--- src/core/addr_arb_pkg.sv ---
// Shared types and constants for the address-bus arbitration master
// Functional notes
// Active-low pins asserted low; address/type asserted high.
// Request bus whenever address-bus mastership is wanted.
// Request may be withdrawn without grant on cancel.
// Request negated: idle, parked, or retry last cycle.
// Request even with pipelined accesses outstanding.
// One-cycle request for zeroing or touch-buffer load.
// Request negated one cycle after taking grant.
// Request negated one cycle after retry seen.
// Grant qualified: grant and no retry after ack.
// Parked master takes grant without requesting.
// Arbiter may change grant in any cycle.
// No new grant sampling until tenure completes.
// Ignore grant from any transfer start to ack.
// Take mastership on grant negation after valid grant.
// Transfer start marks a memory address transfer.
// Transfer start follows grant, lasts exactly one cycle.
// Release address and start cycle after ack.
// Sample on rising edge; request negated in reset.
package addr_arb_pkg;

    localparam int ADDR_W        = 32;
    localparam int TTYPE_W       = 5;
    localparam int SYNC_STAGES   = 3;
    localparam int GRANT_BACKOFF = 1;
    localparam int RETRY_BACKOFF = 1;
    localparam int BACKOFF_W     = 4;

    localparam logic PIN_NEGATED  = 1'b1;
    localparam logic PIN_ASSERTED = 1'b0;

    // Bus pins after inversion, all active high
    typedef struct packed {
        logic grant;
        logic retry;
        logic ack;
        logic start;
    } bus_in_t;

    localparam bus_in_t BUS_IDLE = '0;

    // One address transfer as the core hands it over
    typedef struct packed {
        logic [ADDR_W-1:0]  addr;
        logic [TTYPE_W-1:0] ttype;
    } xfer_t;

    typedef enum logic [2:0] {
        ST_IDLE    = 3'b000,
        ST_REQUEST = 3'b001,
        ST_ONESHOT = 3'b010,
        ST_START   = 3'b011,
        ST_ADDR    = 3'b100,
        ST_CHECK   = 3'b101,
        ST_BACKOFF = 3'b110
    } arb_state_t;

endpackage : addr_arb_pkg

--- src/core/addr_arb_master.sv ---
// Address-bus request, grant qualification and transfer start for one bus master
`timescale 1ns/1ps
`default_nettype none
module addr_arb_master
    import addr_arb_pkg::*;
#(
    parameter int BACKOFF_WIDTH = addr_arb_pkg::BACKOFF_W
) (
    // Clock and reset
    input  wire logic                         clk_i,
    input  wire logic                         reset_n_i,
    // Core request side
    input  wire logic                         req_valid_i,
    input  wire addr_arb_pkg::xfer_t          req_i,
    input  wire logic                         req_one_shot_i,
    input  wire logic                         req_cancel_i,
    output logic                              req_taken_o,
    output logic                              req_done_o,
    output logic                              req_retried_o,
    output logic                              parked_o,
    // Arbitration pins
    output logic                              bus_request_n_o,
    input  wire logic                         address_grant_n_i,
    input  wire logic                         address_retry_n_i,
    input  wire logic                         address_ack_n_i,
    // Transfer start pin
    input  wire logic                         transfer_start_n_i,
    output logic                              transfer_start_n_o,
    output logic                              transfer_start_n_oe_o,
    // Address and transfer type pins
    output logic [addr_arb_pkg::ADDR_W-1:0]   address_o,
    output logic                              address_oe_o,
    output logic [addr_arb_pkg::TTYPE_W-1:0]  transfer_type_o,
    output logic                              transfer_type_oe_o
);
    import addr_arb_pkg::*;

    // ************************************************************
    // Pin sampling
    // ************************************************************
    logic [3:0] pins_raw;
    logic [3:0] pins_lvl;
    bus_in_t    bus;

    assign pins_raw = {address_grant_n_i, address_retry_n_i,
                       address_ack_n_i, transfer_start_n_i};

    pin_filter #(
        .WIDTH     (4),
        .RESET_VAL ({4{PIN_NEGATED}})
    ) u_pin_filter (
        .clk_i     (clk_i),
        .reset_n_i (reset_n_i),
        .pin_i     (pins_raw),
        .level_o   (pins_lvl)
    );

    // Low level on a pin means asserted
    assign bus = bus_in_t'(~pins_lvl);

    // ************************************************************
    // Bus observation
    // ************************************************************
    arb_state_t state_q;
    arb_state_t state_d;
    logic       ack_prev_q;
    logic       retry_prev_q;
    logic       grant_prev_q;
    logic       tenure_busy_q;
    logic       tenure_busy_d;
    logic       own_start;
    logic       grant_seen;

    assign own_start = (state_q == ST_START);

    // Any start opens a tenure that only ack closes
    assign tenure_busy_d = (bus.start || own_start) ? 1'b1
                         : bus.ack ? 1'b0
                         : tenure_busy_q;

    always_ff @(posedge clk_i or negedge reset_n_i)
    begin
        if (!reset_n_i)
        begin
            ack_prev_q    <= 1'b0;
            retry_prev_q  <= 1'b0;
            grant_prev_q  <= 1'b0;
            tenure_busy_q <= 1'b0;
        end
        else
        begin
            ack_prev_q    <= bus.ack;
            retry_prev_q  <= bus.retry;
            grant_prev_q  <= grant_seen;
            tenure_busy_q <= tenure_busy_d;
        end
    end

    // ************************************************************
    // Grant qualification
    // ************************************************************
    logic grant_window;
    logic retry_hit;
    logic grant_qual;
    logic parked;

    // Grant ignored between a start and its ack
    assign grant_window = !tenure_busy_q && !bus.start && !own_start;

    // Only listen while idle or requesting, never mid-tenure
    assign grant_seen = bus.grant && grant_window &&
                        ((state_q == ST_IDLE) || (state_q == ST_REQUEST));

    // Retry in the cycle following ack spoils the grant
    assign retry_hit = ack_prev_q && bus.retry;

    // Grant held last cycle still counts on its negation
    assign grant_qual = (grant_seen || (grant_prev_q && grant_window)) &&
                        !retry_hit && !retry_prev_q;

    // Grant present while not asking means the bus sits with us
    assign parked = bus.grant && grant_window && (state_q == ST_IDLE);

    // ************************************************************
    // Back-off after grant take or retry
    // ************************************************************
    logic                     backoff_start;
    logic [BACKOFF_WIDTH-1:0] backoff_cycles;
    logic                     backoff_busy;
    logic                     take_now;
    logic                     retry_now;

    assign take_now  = (state_q == ST_IDLE || state_q == ST_REQUEST) &&
                       req_valid_i && !req_cancel_i && grant_qual;
    assign retry_now = bus.retry;

    assign backoff_start  = take_now || retry_now;
    // Both sources hold the request off for at least one cycle
    assign backoff_cycles = retry_now ? BACKOFF_WIDTH'(RETRY_BACKOFF)
                                      : BACKOFF_WIDTH'(GRANT_BACKOFF);

    hold_timer #(
        .WIDTH     (BACKOFF_WIDTH)
    ) u_hold_timer (
        .clk_i     (clk_i),
        .reset_n_i (reset_n_i),
        .start_i   (backoff_start),
        .cycles_i  (backoff_cycles),
        .busy_o    (backoff_busy)
    );

    // ************************************************************
    // Request sequencer
    // ************************************************************
    logic may_request;

    // Withheld when retry was seen last cycle or just now
    assign may_request = !backoff_busy && !retry_prev_q && !bus.retry;

    always_comb
    begin
        state_d = state_q;
        unique case (state_q)
            ST_IDLE:
            begin
                if (take_now)
                begin
                    state_d = ST_START;
                end
                else if (req_one_shot_i && may_request && !parked)
                begin
                    state_d = ST_ONESHOT;
                end
                else if (req_valid_i && !req_cancel_i && may_request && !parked)
                begin
                    state_d = ST_REQUEST;
                end
            end
            ST_REQUEST:
            begin
                if (take_now)
                begin
                    state_d = ST_START;
                end
                else if (retry_now)
                begin
                    state_d = ST_BACKOFF;
                end
                else if (!req_valid_i || req_cancel_i || parked)
                begin
                    state_d = ST_IDLE;
                end
            end
            ST_ONESHOT:
            begin
                state_d = ST_IDLE;
            end
            ST_START:
            begin
                state_d = ST_ADDR;
            end
            ST_ADDR:
            begin
                if (bus.ack)
                begin
                    state_d = ST_CHECK;
                end
            end
            ST_CHECK:
            begin
                state_d = bus.retry ? ST_BACKOFF : ST_IDLE;
            end
            ST_BACKOFF:
            begin
                if (!backoff_busy && !retry_prev_q && !bus.retry)
                begin
                    state_d = ST_IDLE;
                end
            end
            default:
            begin
                state_d = ST_IDLE;
            end
        endcase
    end

    // ************************************************************
    // Pin drivers
    // ************************************************************
    logic                bus_request_n_d;
    logic                bus_request_n_q;
    logic                start_n_d;
    logic                start_n_q;
    logic                drive_d;
    logic                drive_q;
    xfer_t               xfer_q;
    xfer_t               xfer_d;

    // Asserted only while asking, and never in back-off
    assign bus_request_n_d = ((state_d == ST_REQUEST || state_d == ST_ONESHOT) &&
                              may_request && !take_now)
                           ? PIN_ASSERTED : PIN_NEGATED;

    // Start low for the one cycle after the grant was taken
    assign start_n_d = (state_d == ST_START) ? PIN_ASSERTED : PIN_NEGATED;

    // Drive from start through the ack cycle, float after
    assign drive_d = (state_d == ST_START) || (state_d == ST_ADDR);

    assign xfer_d = take_now ? req_i : xfer_q;

    always_ff @(posedge clk_i or negedge reset_n_i)
    begin
        if (!reset_n_i)
        begin
            state_q         <= ST_IDLE;
            bus_request_n_q <= PIN_NEGATED;
            start_n_q       <= PIN_NEGATED;
            drive_q         <= 1'b0;
            xfer_q          <= '0;
        end
        else
        begin
            state_q         <= state_d;
            bus_request_n_q <= bus_request_n_d;
            start_n_q       <= start_n_d;
            drive_q         <= drive_d;
            xfer_q          <= xfer_d;
        end
    end

    assign bus_request_n_o       = bus_request_n_q;
    assign transfer_start_n_o    = start_n_q;
    assign transfer_start_n_oe_o = drive_q;
    assign address_o             = xfer_q.addr;
    assign address_oe_o          = drive_q;
    assign transfer_type_o       = xfer_q.ttype;
    assign transfer_type_oe_o    = drive_q;

    // ************************************************************
    // Core status
    // ************************************************************
    logic taken_q;
    logic done_q;
    logic retried_q;
    logic parked_q;

    always_ff @(posedge clk_i or negedge reset_n_i)
    begin
        if (!reset_n_i)
        begin
            taken_q   <= 1'b0;
            done_q    <= 1'b0;
            retried_q <= 1'b0;
            parked_q  <= 1'b0;
        end
        else
        begin
            taken_q   <= take_now;
            done_q    <= (state_q == ST_CHECK) && !bus.retry;
            retried_q <= (state_q == ST_CHECK) && bus.retry;
            parked_q  <= parked;
        end
    end

    assign req_taken_o   = taken_q;
    assign req_done_o    = done_q;
    assign req_retried_o = retried_q;
    assign parked_o      = parked_q;

endmodule : addr_arb_master
`default_nettype wire

--- src/core/pin_filter.sv ---
// Three-flop input synchroniser with agreement filter
`timescale 1ns/1ps
`default_nettype none
module pin_filter #(
    parameter int          WIDTH = 1,
    parameter logic [WIDTH-1:0] RESET_VAL = '0
) (
    // Clock and reset
    input  wire logic             clk_i,
    input  wire logic             reset_n_i,
    // Pin side
    input  wire logic [WIDTH-1:0] pin_i,
    // Filtered level
    output logic      [WIDTH-1:0] level_o
);
    logic [WIDTH-1:0] s1_q;
    logic [WIDTH-1:0] s2_q;
    logic [WIDTH-1:0] s3_q;
    logic [WIDTH-1:0] level_d;
    logic [WIDTH-1:0] level_q;

    // Each bit moves once the last two stages agree
    assign level_d = (~(s2_q ^ s3_q) & s3_q) | ((s2_q ^ s3_q) & level_q);

    always_ff @(posedge clk_i or negedge reset_n_i)
    begin
        if (!reset_n_i)
        begin
            s1_q    <= RESET_VAL;
            s2_q    <= RESET_VAL;
            s3_q    <= RESET_VAL;
            level_q <= RESET_VAL;
        end
        else
        begin
            s1_q    <= pin_i;
            s2_q    <= s1_q;
            s3_q    <= s2_q;
            level_q <= level_d;
        end
    end

    assign level_o = level_q;
endmodule : pin_filter
`default_nettype wire

--- src/core/hold_timer.sv ---
// Minimum-duration hold counter
`timescale 1ns/1ps
`default_nettype none
module hold_timer #(
    parameter int WIDTH = 4
) (
    // Clock and reset
    input  wire logic             clk_i,
    input  wire logic             reset_n_i,
    // Control
    input  wire logic             start_i,
    input  wire logic [WIDTH-1:0] cycles_i,
    // Status
    output logic                  busy_o
);
    logic [WIDTH-1:0] count_q;
    logic [WIDTH-1:0] count_d;

    assign count_d = start_i ? cycles_i
                   : (count_q != '0) ? count_q - {{(WIDTH-1){1'b0}}, 1'b1}
                   : count_q;

    always_ff @(posedge clk_i or negedge reset_n_i)
    begin
        if (!reset_n_i)
        begin
            count_q <= '0;
        end
        else
        begin
            count_q <= count_d;
        end
    end

    assign busy_o = (count_q != '0);
endmodule : hold_timer
`default_nettype wire

--- config.mk ---
export PLATFORM = sky130hd
export DESIGN_NAME = addr_arb_master
export DESIGN_NICKNAME = d
export VERILOG_FILES = /design/src/core/addr_arb_pkg.sv /design/src/core/addr_arb_master.sv /design/src/core/pin_filter.sv /design/src/core/hold_timer.sv
export SDC_FILE = /design/constraint.sdc
export NUM_CORES = 1
export LEC_CHECK = 0
export ABC_AREA = 1
export CORE_MARGIN = 5
export CORE_UTILIZATION = 60
export DETAILED_ROUTE_END_ITERATION = 8
export DONT_BUFFER_PORTS = 1
export GPL_TIMING_DRIVEN = 0
export PLACE_DENSITY = 0.87
export SLEW_MARGIN = 0
export SYNTH_ARGS = -nofsm -noshare
export SYNTH_HDL_FRONTEND = slang
export SYNTH_SLANG_ARGS = --single-unit
--- constraint.sdc ---
create_clock -name clk_i -period 4.45 [get_ports clk_i]
set_input_delay 0.89 -clock clk_i [delete_from_list [all_inputs] [get_ports clk_i]]
set_output_delay 0.89 -clock clk_i [all_outputs]
set_load 0.05 [all_outputs]
==> impl_metrics.csv <==
group,metric,value,unit
place,place_area,2850,um2
critical_path,crit_slowest_cell,"dfrtp_1",
power_and_ir_drop,p_per_area,665,nW/um2
sta,tightest_slew,514,ps
synthesis,synth.distinct_cells,26,
die,io_pins,92,
synthesis,syn_area,2790,um2
sta,drv_slew,0,
synthesis,ys_ff_latch,71,
critical_path,worst_setup_path_start_kind,"register",
power_and_ir_drop,power,2.04,mW
synthesis,yosysTopAreaCellShare,0.476,
place,place_ws,2410,ps
drt,routed_wl,5410,um
sta,finalHoldViolCount,0,
drt,dr.pass1.iters,4,
clocking,cts_max_level,3,
sta,relSlewSlack,0.657,
sta,fin_tns_setup,0,ps
clocking,clock_path_buffers,2,
global_route,grt_max_degree,72,
global_route,antenna_found_initial,0,
critical_path,critical_path_class,"register to primary output",
drt,viasPerCell,5.27,
drt,wl_per_cell,15.2,um
status,status,"finished, final reports clean",
sta,setup_viol,0,
drt,drtIter0Drc,134,
clocking,clock_latency,340,ps
sta,fin_ws,2280,ps
synthesis,seq_area_frac_synth,0.645,
critical_path,cp.arrival,1280,ps
critical_path,cp_slowest_stage_delay,660,ps
die,initial_core_util,0.627,
clocking,clock_tree.root_cell,"clkbuf_8",
critical_path,critical-path-top-delay-family,"flip-flops",
synthesis,synth_area_per_cell,9.71,um2
clocking,cts_hold_buf,0,
global_route,grt_overflow,0,
place,dpl.hpwl,3920,um
synthesis,synth_area_leaders,"dfrtp_1, nand2_1, dfstp_2",
critical_path,cp.required,3560,ps
power_and_ir_drop,p_leak,1.65,nW
global_route,grt_use_total,0.190,
synthesis,synthesis.nets,335,
die,rows,24,
critical_path,worst-path-buf-inv,1,
cells_and_area,final_layout_size_suffix_gt1_frac,0.178,
synthesis,synthCells,287,
sta,skew,13.0,ps
die,die_y,78.2,um
power_and_ir_drop,ir_worst_vdd,0.000377,V
drt,drc,0,
clocking,cts_resized,0,
critical_path,cp-end-kind,"primary output",
cells_and_area,syn_to_final_growth,10.3,%
clocking,post-cts-setup-buffer-count,0,
flow_run,maxCapViolations,0,
synthesis,yosys.area.top_type,"dfrtp_1",
die,die_x,78.2,um
place,place.port_buffers,0,
clocking,numClockSinks,71,
sta,period_share,0.489,
cells_and_area,antenna_cells,0,
clocking,clk_pin_slew,80,ps
place,gp_congestion,0.873,
critical_path,cp_max_fo,3,
global_route,grt_pass1_wl,8890,um
synthesis,synth_warnings,0,
global_route,grt_pass1_vias,1893,
clocking,cts_buffers,9,
cells_and_area,fin_area,3070,um2
sta,rsz0062_at_grt,"false",
clocking,tritoncts,"done",
worst_hold_path,hp-class,"primary input to asynchronous set/reset pin",
sta,period_needed,2170,ps
die,design.core.area,4440,um2
drt,postRouteAntennaNets,0,
drt,num_vias,1872,
die,fp.dieArea,6110,um2
critical_path,path_cells,"buf_4",
sta,max_freq,460,MHz
cells_and_area,fin_nets,346,
[cells in the final DEF (no fill, tap or decap), types with 3 or more instances in the layout]
cell	instances
buf_6	3
buf_4	3
nor3_1	4
nand2_1	134
inv_2	4
dfrtp_1	53
nand3_1	8
clkbuf_8	10
dfstp_2	18
buf_2	4
nor2_1	16
maj3_1	4
inv_1	15
[logic make-up (layout without fill, tap and decap cells)]
family / count (synthesis) / in the layout / synth area share
XOR/XNOR: 2 / 2 / 0.00628
buffers and inverters: 29 / 45 / 0.0530
AO/OA/AOI/OAI: 10 / 10 / 0.0233
AND/OR/NAND/NOR: 169 / 169 / 0.249
flip-flops: 71 / 71 / 0.645
adder cells (fa/ha/maj): 6 / 6 / 0.0233
[stage by stage]
step,std cells,utilization,hold WS (ps)
global placement,339,0.642,346
finish,355,0.692,252
detailed placement,339,0.642,347
CTS,355,0.692,219
global route,355,0.692,205
floorplan,287,-,345
[flip-flops by register name, indices dropped and copies added, names as in the netlist, 3 cells and up, named ones only]
register and flops:
state_q 3, transfer_type_o 5, u_pin_filter.s1_q 4, address_o 32, u_hold_timer.count_q 4, u_pin_filter.s3_q 4
u_pin_filter.s2_q 4
[cells in the mapped netlist]
master and n:
nor2_4 1, o211ai_1 1, a21oi_2 1, nor3_1 4, buf_4 3, nor2_1 16, maj3_1 4, buf_6 3
inv_1 15, nand3_2 2, nand3_1 8, xnor2_1 2, nand2_1 134, ha_1 2, a21oi_1 2, dfstp_2 18
o211ai_2 1, o21ai_1 2, buf_2 4, o21ai_0 2, inv_2 4, nand4_1 2, dfrtp_1 53, nor2_8 1
o22ai_1 1, nand2_2 1
[cell type report]
| class | count | area [um2] |
|---|---|---|
| plain buffers | 10 | 76.3 |
| multi-input cells | 187 | 841 |
| inverters | 19 | 71.3 |
| clock inverters | 6 | 83.8 |
| well taps | 52 | 65.1 |
| clock buffers | 10 | 138 |
| fillers | 354 | 1370 |
| flip-flops and latches | 71 | 1800 |
[layer usage]
metal	wire length, um	part of all wire	vias to the layer above	global-route usage
met5	0	0	-	0
met4	110	0.020	0	0.115
met3	523	0.097	9	0.0709
met2	2600	0.48	97	0.292
met1	2180	0.40	869	0.228
li1	-	-	897	-
[final timing paths]
path	from	end	slack (ps)	cells after the start
worst max-delay path	address_oe_o	transfer_start_n_oe_o	2280	1
worst min-delay path	reset_n_i	address_o[6]	250	0
worst max register to register	register	address_o[8]	2690	11
worst min register to register	u_pin_filter.s1_q[2]	u_pin_filter.s2_q[2]	360	0
max in group asynchronous	reset_n_i	u_pin_filter.s2_q[2]	3970	0
min in group clk_i	u_pin_filter.s1_q[2]	u_pin_filter.s2_q[2]	360	0
[power breakdown]
group / total, mW / switching (mW) / internal (mW) / leakage [nW]
clock: 0.559 / 0.232 / 0.328 / 0.106
sequential: 1.17 / 0.398 / 0.773 / 0.903
combinational: 0.313 / 0.199 / 0.114 / 0.645
total: 2.04 / 0.828 / 1.21 / 1.65
(Power assumes the default switching activity.)
